<file path="config.mk">
export PLATFORM = sky130hd
export DESIGN_NAME = dacs_channel_state
export DESIGN_NICKNAME = d
export VERILOG_FILES = /design/src/shared/dacs_pkg.sv /design/src/verilog/dacs_channel_state.sv
export SDC_FILE = /design/constraint.sdc
export NUM_CORES = 1
export LEC_CHECK = 0
export ABC_CLOCK_PERIOD_IN_PS = 9500
export BUFFER_PORTS_ARGS = -buffer_cell sky130_fd_sc_hd__buf_2
export CAP_MARGIN = 20
export CORE_AREA = 2 2 219 383
export CTS_CLUSTER_DIAMETER = 50
export DETAILED_ROUTE_END_ITERATION = 6
export DIE_AREA = 0 0 221 385
export HOLD_SLACK_MARGIN = 0.02
export SLEW_MARGIN = 10
export SYNTH_ARGS = -nofsm -noshare
export SYNTH_HDL_FRONTEND = slang
export SYNTH_SLANG_ARGS = --single-unit
</file>
<file path="constraint.sdc">
create_clock -name sys_clk -period 9.5 [get_ports sys_clk]
set_input_delay 1.9 -clock sys_clk [delete_from_list [all_inputs] [get_ports sys_clk]]
set_output_delay 1.9 -clock sys_clk [all_outputs]
set_load 0.05 [all_outputs]
</file>
<file path="src/shared/dacs_pkg.sv">
// Package of constants and carrier types for the DMA channel address, count and status block
package dacs_pkg;

   // ************************************************************
   // Geometry
   // ************************************************************
   localparam int DACS_CHANNELS = 8;          // Number of channels
   localparam int DACS_CHAN_BITS = 3;         // Channel number width
   localparam int DACS_ADDR_BITS = 8;         // Register index width
   localparam int DACS_DATA_BITS = 16;        // Register data width
   localparam int DACS_COUNT_BITS = 10;       // Implemented transfer count bits

   // ************************************************************
   // Register index map: per channel at chan*8 + slot
   // ************************************************************
   localparam logic [2:0] DACS_SLOT_PRIMARY = 3'h0;    // Primary base address
   localparam logic [2:0] DACS_SLOT_ALTERNATE = 3'h1;  // Alternate base address
   localparam logic [2:0] DACS_SLOT_TARGET = 3'h2;     // Peripheral target address
   localparam logic [2:0] DACS_SLOT_TOTAL = 3'h3;      // Transfer total
   localparam logic [2:0] DACS_SLOT_CONTROL = 3'h4;    // Channel control
   localparam logic [7:0] DACS_GLOBAL_BASE = 8'h40;    // First shared register
   localparam logic [7:0] DACS_REG_COLLISION = 8'h40;  // Collision flags, write one to clear
   localparam logic [7:0] DACS_REG_PINGPONG = 8'h41;   // Ping-pong buffer select, read only
   localparam logic [7:0] DACS_REG_IRQ_MASK = 8'h42;   // Interrupt mask

   // ************************************************************
   // Field positions and reset values
   // ************************************************************
   localparam int DACS_CTL_ENABLE = 15;       // channel_enable
   localparam int DACS_CTL_SIZE = 14;         // 1 = byte, 0 = word
   localparam int DACS_CTL_DIR = 13;          // 1 = RAM to peripheral
   localparam int DACS_CTL_MODE_HI = 5;       // address_step_mode upper bit
   localparam int DACS_CTL_MODE_LO = 4;       // address_step_mode lower bit
   localparam int DACS_CTL_PINGPONG = 1;      // Ping-pong enable
   localparam logic [15:0] DACS_CTL_MASK = 16'he032;    // Implemented control bits
   localparam logic [15:0] DACS_TOTAL_MASK = 16'h03ff;  // Implemented total bits
   localparam logic [15:0] DACS_RESET_VALUE = 16'h0000; // All registers reset to zero
   localparam int DACS_PERIPH_FLAG_LSB = 8;   // Peripheral collision flags start
   localparam int DACS_BUFFER_FLAG_LSB = 0;   // Buffer collision flags start

   // ************************************************************
   // Modes
   // ************************************************************
   typedef enum logic [1:0] {
      DACS_STEP_POSTINC = 2'b00,              // Advance after each transfer
      DACS_STEP_FIXED = 2'b01,                // Address stays put
      DACS_STEP_PERIPH = 2'b10,               // Offset comes from the peripheral
      DACS_STEP_RESERVED = 2'b11              // Reserved, treated as fixed
   } dacs_step_t;

   // ************************************************************
   // Carriers
   // ************************************************************
   typedef struct packed {
      logic valid;                            // One-cycle transfer issue
      logic [2:0] chan;                       // Channel that moved the element
      logic [15:0] ram_addr;                  // DMA RAM address used
      logic [15:0] periph_addr;               // Peripheral register address used
      logic ram_write;                        // 1 = RAM written, peripheral read
      logic periph_write;                     // 1 = peripheral written, RAM read
      logic byte_size;                        // 1 = byte element
      logic block_done;                       // Last element of the block
   } dacs_xfer_t;

   typedef struct packed {
      logic valid;                            // Processor write this cycle
      logic [15:0] addr;                      // Address written
   } dacs_probe_t;

endpackage

</file>
<file path="src/verilog/dacs_channel_state.sv">
// Per-channel address, count and collision status state of an eight-channel DMA controller
// Behaviour
// RULE1 - Primary base per channel, writable, resets zero
// RULE2 - Alternate base per channel, writable, resets zero
// RULE3 - Peripheral target per channel, writable, resets zero
// RULE4 - Software avoids rewriting target/total while enabled
// RULE5 - Ten-bit total, upper six bits read zero
// RULE6 - Block moves programmed total plus one
// RULE7 - Peripheral collision flags in bits 15..8
// RULE8 - Buffer collision flags in bits 7..0
// RULE9 - Direction set: RAM read, peripheral written
// RULE10 - Ping-pong select bit shows active base
// RULE11 - Step modes: increment, fixed, peripheral, reserved
// RULE12 - Same-cycle same-address writes set flag; software clears
// RULE13 - RAM address is base plus scaled offset
`timescale 1ns/1ps

module dacs_channel_state
   import dacs_pkg::*;
#(
   parameter int CHANNELS = DACS_CHANNELS
)
(
   input wire logic sys_clk,                  // System clock, 200 MHz
   input wire logic reset_n,                  // Synchronous reset, active low
   input wire logic clk_en,                   // Freezes all state while low
   input wire logic [7:0] reg_addr,           // Register index
   input wire logic [15:0] reg_wdata,         // Write data
   input wire logic reg_wr,                   // Write strobe
   input wire logic reg_rd,                   // Read strobe
   output logic [15:0] reg_rdata,             // Read data, cycle after the strobe
   input wire logic xfer_req,                 // Engine asks for one element
   input wire logic [2:0] xfer_chan,          // Channel of the request
   input wire logic [15:0] periph_offset,     // Offset supplied by the peripheral
   input wire dacs_probe_t cpu_ram_wr,        // Processor write into DMA RAM
   input wire dacs_probe_t cpu_periph_wr,     // Processor write into a peripheral
   output dacs_xfer_t xfer,                   // Issued transfer
   output logic [7:0] pingpong_buffer_select, // Active base per channel
   output logic irq                           // Unmasked collision pending
);

   // ************************************************************
   // Storage
   // ************************************************************
   logic [15:0] primary_base_address [CHANNELS];   // Primary bases
   logic [15:0] alternate_base_address [CHANNELS]; // Alternate bases
   logic [15:0] periph_target [CHANNELS];          // Peripheral targets
   logic [9:0] transfer_total [CHANNELS];          // Programmed totals
   logic [15:0] control [CHANNELS];                // Channel control words
   logic [9:0] elem_offset [CHANNELS];             // Running element offset
   logic [15:0] collision_flags;                   // Sticky collision flags
   logic [15:0] irq_mask;                          // Interrupt mask

   // Register index split into channel and slot
   function automatic logic [2:0] idx_chan(input logic [7:0] a);
      idx_chan = a[5:3];
   endfunction

   function automatic logic [2:0] idx_slot(input logic [7:0] a);
      idx_slot = a[2:0];
   endfunction

   // ************************************************************
   // Decode
   // ************************************************************
   wire chan_space = (reg_addr < DACS_GLOBAL_BASE);           // Per-channel window
   wire [2:0] w_chan = idx_chan(reg_addr);                    // Addressed channel
   wire [2:0] w_slot = idx_slot(reg_addr);                    // Addressed slot
   wire wr_chan = reg_wr && chan_space;                       // Channel register write
   wire wr_flags = reg_wr && (reg_addr == DACS_REG_COLLISION); // Flag clear write
   wire wr_mask = reg_wr && (reg_addr == DACS_REG_IRQ_MASK);   // Mask write

   // Read selection
   logic [15:0] chan_rdata;
   always_comb
   begin
      case (w_slot)
         DACS_SLOT_PRIMARY: chan_rdata = primary_base_address[w_chan];     // RULE1
         DACS_SLOT_ALTERNATE: chan_rdata = alternate_base_address[w_chan]; // RULE2
         DACS_SLOT_TARGET: chan_rdata = periph_target[w_chan];             // RULE3
         DACS_SLOT_TOTAL: chan_rdata = {6'h00, transfer_total[w_chan]};    // RULE5
         DACS_SLOT_CONTROL: chan_rdata = control[w_chan];
         default: chan_rdata = 16'h0000;                                   // Unused slot
      endcase
   end

   logic [15:0] next_rdata;
   always_comb
   begin
      if (chan_space)
         next_rdata = chan_rdata;
      else if (reg_addr == DACS_REG_COLLISION)
         next_rdata = collision_flags;
      else if (reg_addr == DACS_REG_PINGPONG)
         next_rdata = {8'h00, pingpong_buffer_select};
      else if (reg_addr == DACS_REG_IRQ_MASK)
         next_rdata = irq_mask;
      else
         next_rdata = 16'h0000;                  // Unmapped reads as zero
   end

   // ************************************************************
   // Transfer address generation
   // ************************************************************
   wire [15:0] sel_ctl = control[xfer_chan];                          // Requesting channel control
   wire sel_enable = sel_ctl[DACS_CTL_ENABLE];                       // Channel enabled
   wire sel_byte = sel_ctl[DACS_CTL_SIZE];                           // Element size
   wire sel_dir = sel_ctl[DACS_CTL_DIR];                             // Direction
   wire [1:0] sel_mode = sel_ctl[DACS_CTL_MODE_HI:DACS_CTL_MODE_LO]; // Step mode
   wire sel_pingpong = sel_ctl[DACS_CTL_PINGPONG];                   // Ping-pong enabled
   wire take = xfer_req && sel_enable;                               // Request accepted

   // Base picked by the ping-pong state
   wire [15:0] sel_base = pingpong_buffer_select[xfer_chan] ?
                          alternate_base_address[xfer_chan] : primary_base_address[xfer_chan]; // RULE10

   wire [9:0] sel_offset = elem_offset[xfer_chan];                   // Running offset
   wire [15:0] inc_offset = sel_byte ? {6'h00, sel_offset} : {5'h00, sel_offset, 1'b0}; // RULE13

   logic [15:0] ram_addr;
   always_comb
   begin
      case (sel_mode)
         DACS_STEP_POSTINC: ram_addr = 16'(sel_base + inc_offset);    // RULE11 RULE13
         DACS_STEP_FIXED: ram_addr = sel_base;                        // RULE11
         DACS_STEP_PERIPH: ram_addr = 16'(sel_base + periph_offset);  // RULE11
         default: ram_addr = sel_base;          // Reserved mode: no stepping
      endcase
   end

   // Block ends after total + 1 elements
   wire last_elem = (sel_offset == transfer_total[xfer_chan]); // RULE6

   // ************************************************************
   // Collision detection
   // ************************************************************
   // A hit needs the channel writing that side in the very cycle of the processor write
   wire hit_ram = take && !sel_dir && cpu_ram_wr.valid && (cpu_ram_wr.addr == ram_addr);   // RULE12 RULE8
   wire hit_periph = take && sel_dir && cpu_periph_wr.valid &&
                     (cpu_periph_wr.addr == periph_target[xfer_chan]);                     // RULE12 RULE7

   logic [15:0] set_flags;
   always_comb
   begin
      set_flags = 16'h0000;
      set_flags[DACS_PERIPH_FLAG_LSB + 32'(xfer_chan)] = hit_periph; // RULE7
      set_flags[DACS_BUFFER_FLAG_LSB + 32'(xfer_chan)] = hit_ram;    // RULE8
   end

   wire [15:0] clr_flags = wr_flags ? reg_wdata : 16'h0000;         // Write one to clear
   // Set beats a clear in the same cycle so no event is lost
   wire [15:0] next_flags = (collision_flags & ~clr_flags) | set_flags; // RULE12

   // ************************************************************
   // Channel registers
   // ************************************************************
   // Software writes; the target and total are not guarded while the channel runs,
   // so software must keep off them then
   always_ff @(posedge sys_clk)
   begin
      if (!reset_n)
      begin
         for (int i = 0; i < CHANNELS; i++)
         begin
            primary_base_address[i] <= DACS_RESET_VALUE;   // RULE1
            alternate_base_address[i] <= DACS_RESET_VALUE; // RULE2
            periph_target[i] <= DACS_RESET_VALUE;          // RULE3
            transfer_total[i] <= 10'h000;                  // RULE5
            control[i] <= DACS_RESET_VALUE;
         end
      end
      else if (clk_en && wr_chan)
      begin
         case (w_slot)
            DACS_SLOT_PRIMARY: primary_base_address[w_chan] <= reg_wdata;     // RULE1
            DACS_SLOT_ALTERNATE: alternate_base_address[w_chan] <= reg_wdata; // RULE2
            DACS_SLOT_TARGET: periph_target[w_chan] <= reg_wdata;             // RULE3 RULE4
            DACS_SLOT_TOTAL: transfer_total[w_chan] <= reg_wdata[9:0];        // RULE5 RULE4
            DACS_SLOT_CONTROL: control[w_chan] <= reg_wdata & DACS_CTL_MASK;
            default: ;                                                        // Unused slot ignored
         endcase
      end
   end

   // ************************************************************
   // Element offset and ping-pong state
   // ************************************************************
   // Offset restarts at block end; ping-pong flips base only when enabled
   always_ff @(posedge sys_clk)
   begin
      if (!reset_n)
      begin
         for (int i = 0; i < CHANNELS; i++)
            elem_offset[i] <= 10'h000;
         pingpong_buffer_select <= 8'h00;
      end
      else if (clk_en)
      begin
         // Clearing enable rewinds the channel so a restart begins at the primary base
         for (int i = 0; i < CHANNELS; i++)
         begin
            if (!control[i][DACS_CTL_ENABLE])
            begin
               elem_offset[i] <= 10'h000;
               pingpong_buffer_select[i] <= 1'b0;
            end
         end
         if (take)
         begin
            if (last_elem)
            begin
               elem_offset[xfer_chan] <= 10'h000;                            // RULE6
               if (sel_pingpong)
                  pingpong_buffer_select[xfer_chan] <= !pingpong_buffer_select[xfer_chan]; // RULE10
            end
            else
               elem_offset[xfer_chan] <= 10'(sel_offset + 10'h001);          // RULE6
         end
      end
   end

   // ************************************************************
   // Transfer output
   // ************************************************************
   always_ff @(posedge sys_clk)
   begin
      if (!reset_n)
         xfer <= '0;
      else if (clk_en)
      begin
         xfer.valid <= take;
         xfer.chan <= xfer_chan;
         xfer.ram_addr <= ram_addr;                 // RULE13
         xfer.periph_addr <= periph_target[xfer_chan]; // RULE3
         xfer.ram_write <= !sel_dir;                // RULE9
         xfer.periph_write <= sel_dir;              // RULE9
         xfer.byte_size <= sel_byte;
         xfer.block_done <= take && last_elem;      // RULE6
      end
   end

   // ************************************************************
   // Status, mask, interrupt and read port
   // ************************************************************
   always_ff @(posedge sys_clk)
   begin
      if (!reset_n)
      begin
         collision_flags <= DACS_RESET_VALUE;       // RULE7 RULE8
         irq_mask <= DACS_RESET_VALUE;
         irq <= 1'b0;
         reg_rdata <= 16'h0000;
      end
      else if (clk_en)
      begin
         collision_flags <= next_flags;             // RULE12
         if (wr_mask)
            irq_mask <= reg_wdata;
         // Uses the next flag value so the line follows the flags with no extra lag
         irq <= |(next_flags & (wr_mask ? reg_wdata : irq_mask));
         reg_rdata <= reg_rd ? next_rdata : 16'h0000;
      end
   end

endmodule

</file>
* After elaboration in Yosys (flattened, before gate mapping)
Memories as Yosys holds them, arrays and structs flattened.
Index checks and enable logic that the tools add are counted.
** Storage, ports and cells
- Flip-flop bits (word level) :: 97
- Memory bits (writable) :: 592
- Word-level logic and storage cells :: 215
- Memories kept :: 6
** Memories
- alternate_base_address :: words 8, width 16, read ports 2, clocked after memory_dff 0, write ports 8, RTL line dacs_channel_state.sv:46 : logic [15:0] alternate_base_address [CHANNELS];
- periph_target :: words 8, width 16, read ports 2, clocked after memory_dff 0, write ports 8, RTL line dacs_channel_state.sv:47 : logic [15:0] periph_target [CHANNELS];
- primary_base_address :: words 8, width 16, read ports 2, clocked after memory_dff 0, write ports 8, RTL line dacs_channel_state.sv:45 : logic [15:0] primary_base_address [CHANNELS];
- elem_offset :: words 8, width 10, read ports 1, clocked after memory_dff 0, write ports 9, RTL line dacs_channel_state.sv:50 : logic [9:0] elem_offset [CHANNELS];
- transfer_total :: words 8, width 10, read ports 2, clocked after memory_dff 0, write ports 8, RTL line dacs_channel_state.sv:48 : logic [9:0] transfer_total [CHANNELS];
- control :: words 8, width 6, read ports 10, clocked after memory_dff 0, write ports 8, RTL line dacs_channel_state.sv:49 : logic [15:0] control [CHANNELS];
** Operators by class
- Add/subtract/negate cells :: 4
- Magnitude comparators :: 7
- Equality and inequality tests :: 11
- Multiplexer cells :: 135
- Bitwise logic cells :: 14
- Reductions and logical operators :: 25
** Operators by type and width (number)
- $mux W16 :: 11
- $mux W10 :: 10
- $mux W1 :: 96
- $pmux W16 S5 :: 1
- $reduce_or A16 Y1 :: 4
- $and A16 B16 Y16 :: 3
- $eq A16 B16 Y1 :: 2
- $pmux W16 S2 :: 1
- $eq A8 B7 Y1 const B :: 3
- $mux W8 :: 3
- $add A16 B11 Y16 :: 1
- $add A16 B16 Y16 :: 1
- $bwmux W16 :: 1
- $not A16 Y16 :: 1
- $or A16 B16 Y16 :: 1
- $logic_and A1 B1 Y1 :: 15
- $mux W3 :: 5
- $mux W11 :: 1
- $add A10 B1 Y10 const B :: 1
- $eq A10 B10 Y1 :: 1
- $reduce_or A10 Y1 :: 1
- $or A1 B1 Y1 :: 9
- $bwmux W8 :: 1
- $lt A8 B7 Y1 const B :: 1
- other kinds (18) :: 22

* Logic depth before layout (Yosys ltp)
- Depth after elaboration :: 11
- Gate-level depth with buffers :: 26

* Least setup slack after synthesis
OpenSTA, ideal clock, no wires.
- Path kind :: in2reg
- From :: in xfer_chan[0]
- To :: reg collision_flags[0]
- Setup time :: 0.060 ns
- Arrival :: 6.764 ns
- Path slack :: 2.676 ns
- Stages :: 24
- Buffers on the path :: 7
- Cells stage by stage :: buf_6 > buf_4 > buf_4 > buf_2 > buf_4 > nand2_1 > nor2_1 > a22oi_1 > and4_1 > clkbuf_1 > clkbuf_1 > o21ai_0 > o21a_1 > ha_1 > inv_1 > fa_1 > xnor3_1 > nor3_1 > o211ai_1 > a2111oi_0 > nor3b_1 > o32ai_1 > nor3_2 > a22o_1
** On the way
- Longest elaborated chain between the ends :: 9
- Elaborated cells between the ends (all ways) :: 38
- Classes of those cells :: add/sub (3); order compare (4); eq/ne (3); mux (10); bitwise (2); reduce/logical (11); memory (5)
** RTL lines
- start, declared :: RTL line dacs_channel_state.sv:33 : input wire logic [2:0] xfer_chan,
- $bmux W1 S3 :: RTL line dacs_channel_state.sv:114 : wire [15:0] sel_base = pingpong_buffer_select[xfer_chan] ?
- $mux W1 (implied by the code) :: RTL line dacs_channel_state.sv:114
- $mux W16 :: RTL line dacs_channel_state.sv:114
- $add A16 B16 Y16 / $add A16 B11 Y16 (equally long branches) :: RTL line dacs_channel_state.sv:126, dacs_channel_state.sv:124
- $pmux W16 S2 :: RTL line dacs_channel_state.sv:123 : case (sel_mode)
- $eq A16 B16 Y1 :: RTL line dacs_channel_state.sv:138 : wire hit_ram = take && !sel_dir && cpu_ram_wr.valid && (cpu_ram_wr.addr == ram_addr);
- $logic_and A1 B1 Y1 :: RTL line dacs_channel_state.sv:138
- $bwmux W16 * :: RTL line dacs_channel_state.sv:147 : set_flags[DACS_BUFFER_FLAG_LSB + 32'(xfer_chan)] = hit_ram;
- $or A16 B16 Y16 * :: RTL line dacs_channel_state.sv:152 : wire [15:0] next_flags = (collision_flags & ~clr_flags) | set_flags;
- end signal, assigned :: RTL line dacs_channel_state.sv:256 : collision_flags <= next_flags;
- end, declared :: RTL line dacs_channel_state.sv:51 : logic [15:0] collision_flags;
Mark *: on every way between the ends. The rest lies on a longest branch, timed or not. The select of a mux whose other input is x is not followed.
A chain may end at the register's enable or synchronous reset.

* Worst setup path in the final report
- From :: in xfer_chan[2]
- To :: reg collision_flags[3]
Same word-level chain as after synthesis.

==> out/results.tsv <==
stage	metric	value	unit
sta	rsz0062_at_grt	no	
sta	worst_clock_skew	0.0275	ns
grt	grt_antenna_before_repair	7	
critical_path	worst-path-max-fanout	50	
sta	finalSetupViolCount	0	
sta	tns	0	ns
synth	synth.area.mux_share	8.53	%
synth	syn-num-nets	3305	
critical_path	startpoint_type	input port	
synth	synth.ff_latch_count	689	
floorplanning	die-area	85100	um2
critical_path	crit_arrival	7.93	ns
clock_tree	root_buffer	clkbuf_16	
clock_tree	postCtsSetupRepairBufs	0	
critical_path	worstPathRequired	10.11	ns
place	io_buffers	147	
clock_tree	numCtsBuffers	67	
place	routabilityCongestion	0.980	
synth	synthesis.area	36700	um2
sta	finalCriticalPeriod	7.33	ns
grt	grt_usage	34.8	%
sta	drv_slew	0	
synth	yosys_warnings	0	
final_layout	nets	3362	
critical_path	rr_worst_depth	15	
power_and_ir_drop	peakVddDrop	161	uV
route	post_drt_wl_per_cell	34.4	um
floorplanning	dieHeight	385	um
outcome	outcome	completed	
clock_tree	cts_buffer_depth	3	
route	drcViolationCount	0	
synth	yosys-top-cells-count	edfxtp_1, and2_1, clkbuf_1, a22oi_1, nand2_1	
floorplanning	initial_core_util	44.8	%
hold_path	hold_end	reg_rdata[7]$_SDFFE_PN0P_	
critical_path	endpoint_kind	flop	
place	dp.cells	4248	
sta	clock.fmax	136	MHz
floorplanning	io_pins	148	
synth	synth_edf_count	592	
critical_path	ff2ff_setup_slack	3.84	ns
clock_tree	clock_sinks	689	
hold_path	hold_path_class	reg -> reg	
route	route.final.wire_length	150000	um
synth	synthAdderAreaFrac	0.600	%
synth	async_reset_ff_share	0	%
sta	slew_headroom	15.7	%
clock_tree	cts_resized	0	
synth	synth_top_family_by_area	simple AND/OR/NAND/NOR gates	
final_layout	area_growth	11.8	%
route	viasPerCell	6.72	
grt	grt_overflow	0	
critical_path	r2r_end	collision_flags[3]$_SDFFE_PN0P_	
route	first_iter_violations	4052	
final_layout	final_cells	4374	
hold_path	min_path_cells	1	
synth	synth_cell_types	86	
place	placed_area	38700	um2
clock_tree	cts_tree	done	
route	via_count	29400	
floorplanning	rows	139	
floorplanning	core	81900	um2
synth	ys.flop_type	edfxtp_1	
synth	synth_compound_area_share	14.7	%
clock_tree	cts.clk_slew.worst_paths	0.06	ns
critical_path	crit_type	in -> reg	
route	first_pass_iters	6	
grt	grt_max_degree	86	
clock_tree	clk_latency	0.68	ns
power_and_ir_drop	power_leakage	15.0	nW
sta	hold_viol	0	
clock_tree	cts-htree-levels	3	
synth	syn_inst	3205	
clock_tree	cts-hold-fix-buffers	0	
synth	ys_seq_area_share	53.7	%
synth	synth_xor_xnor_area_share	1.48	%
synth	synthMostInstantiatedCell	edfxtp_1	
synth	post-synth-top-area-cell	edfxtp_1	
sta	worst_slew_pin_slew	1.25	ns
hold_path	min_from	reg_rdata[7]$_SDFFE_PN0P_	
flow_run	maxCapViolCount	0	
synth	synth_area_leaders	edfxtp_1, and2_1, dfxtp_1	
synth	syn-mean-instance-area	11.4	um2
grt	grt_pass1_vias	29200	
sta	fin_crit_sh	77.1	%
synth	synth_top_area_share	48.4	%
final_layout	drive_gt1_share	17.2	%
grt	grt_first_pass_wirelength	213000	um
floorplanning	die_w	221	um
route	postRouteAntennaNets	0	
final_layout	final_cell_area	41000	um2
synth	synth-simple-area-share	17.4	%
power_and_ir_drop	p_per_area	185	nW/um2
critical_path	r2r-start	pingpong_buffer_select[6]$_SDFFE_PN0P_	
place	dp_hpwl	101000	um
## state kept, by name (all words and copies together) (netlist names), 40 cells and up
name,count
alternate_base_address,128
control,48
elem_offset,80
periph_target,128
primary_base_address,128
transfer_total,80
xfer,40
## layout by cell type (no fill, tap or decap), types with 61 or more instances in the layout
cell type	n
edfxtp_1	592
and2_1	477
a22oi_1	225
nand2_1	211
nor2_1	180
buf_2	143
buf_4	135
dfxtp_1	97
mux2i_1	85
a221oi_1	79
o21ai_0	78
mux4_2	72
clkbuf_16	71
a21oi_1	68
and3_1	66
nand4_1	61
## routing by layer
metal	vias to the layer above	GRT usage, %	routed length (um)
li1	12300	-	-
met1	14400	38.9	49200
met2	2161	56.9	70900
met3	569	8.22	15600
met4	14	28.4	14400
met5	-	0	72
## cell type report
| type | instances | area [um2] |
|---|---|---|
| diodes | 3 | 7.51 |
| clock buffers | 80 | 1810 |
| clock inverters | 41 | 463 |
| fillers | 7225 | 40900 |
| inverters | 20 | 75.1 |
| multi-input cells | 2200 | 15800 |
| flip-flops and latches | 689 | 19700 |
| well taps | 1057 | 1320 |
| repair buffers | 284 | 1830 |
## power breakdown
group	total (mW)	switching, mW	internal (mW)
clock	2.86	1.26	1.60
sequential	3.52	0.0894	3.43
combinational	1.22	0.837	0.380
total	7.59	2.19	5.40
## per-stage QoR
stage / setup slack, ns / power, mW / hold WS [ns] / util [%]
2_1_floorplan: 2.68 / 4.26 / 0.442 / -
3_3_place_gp: 1.65 / 4.74 / 0.436 / 47.2
3_5_place_dp: 1.64 / 4.76 / 0.440 / 47.3
4_1_cts: 2.32 / 7.56 / 0.455 / 50.0
5_1_grt: 1.92 / 7.77 / 0.475 / 50.1
6_report: 2.17 / 7.59 / 0.449 / 50.1
## worst max path at each step
stage | start | end | cells past startpoint
finish | xfer_chan[2] | collision_flags[3]$_SDFFE_PN0P_ | 16
global route | xfer_chan[0] | collision_flags[3]$_SDFFE_PN0P_ | 19
CTS | xfer_chan[0] | collision_flags[3]$_SDFFE_PN0P_ | 19
detailed placement | xfer_chan[0] | collision_flags[5]$_SDFFE_PN0P_ | 19
global placement | xfer_chan[2] | collision_flags[0]$_SDFFE_PN0P_ | 20
floorplan | xfer_chan[0] | collision_flags[0]$_SDFFE_PN0P_ | 24
## critical path: stages
cell and delay (ns):
buf_4 0.61, inv_2 0.57, mux2_4 0.60, and3_1 0.31
a31oi_1 0.74, ha_1 0.44, a21o_1 0.22, a21o_1 0.18
a211o_1 0.31, o21ai_0 0.48, o21a_1 0.24, o41ai_1 0.11
a2111oi_2 0.22, nand4_1 0.28, nor3_2 0.41, a22o_1 0.21
## cell families (layout without fill, tap and decap cells)
group                    count (synthesis)  count (layout)
AO/OA/AOI/OAI                          733             733
XOR/XNOR                                57              57
adder cells (fa/ha/maj)                 17              17
buffers and inverters                  316             425
flip-flops                             689             689
multiplexers                           215             215
other                                    0               3
AND/OR/NAND/NOR                       1178            1178
(Power assumes the default switching activity.)
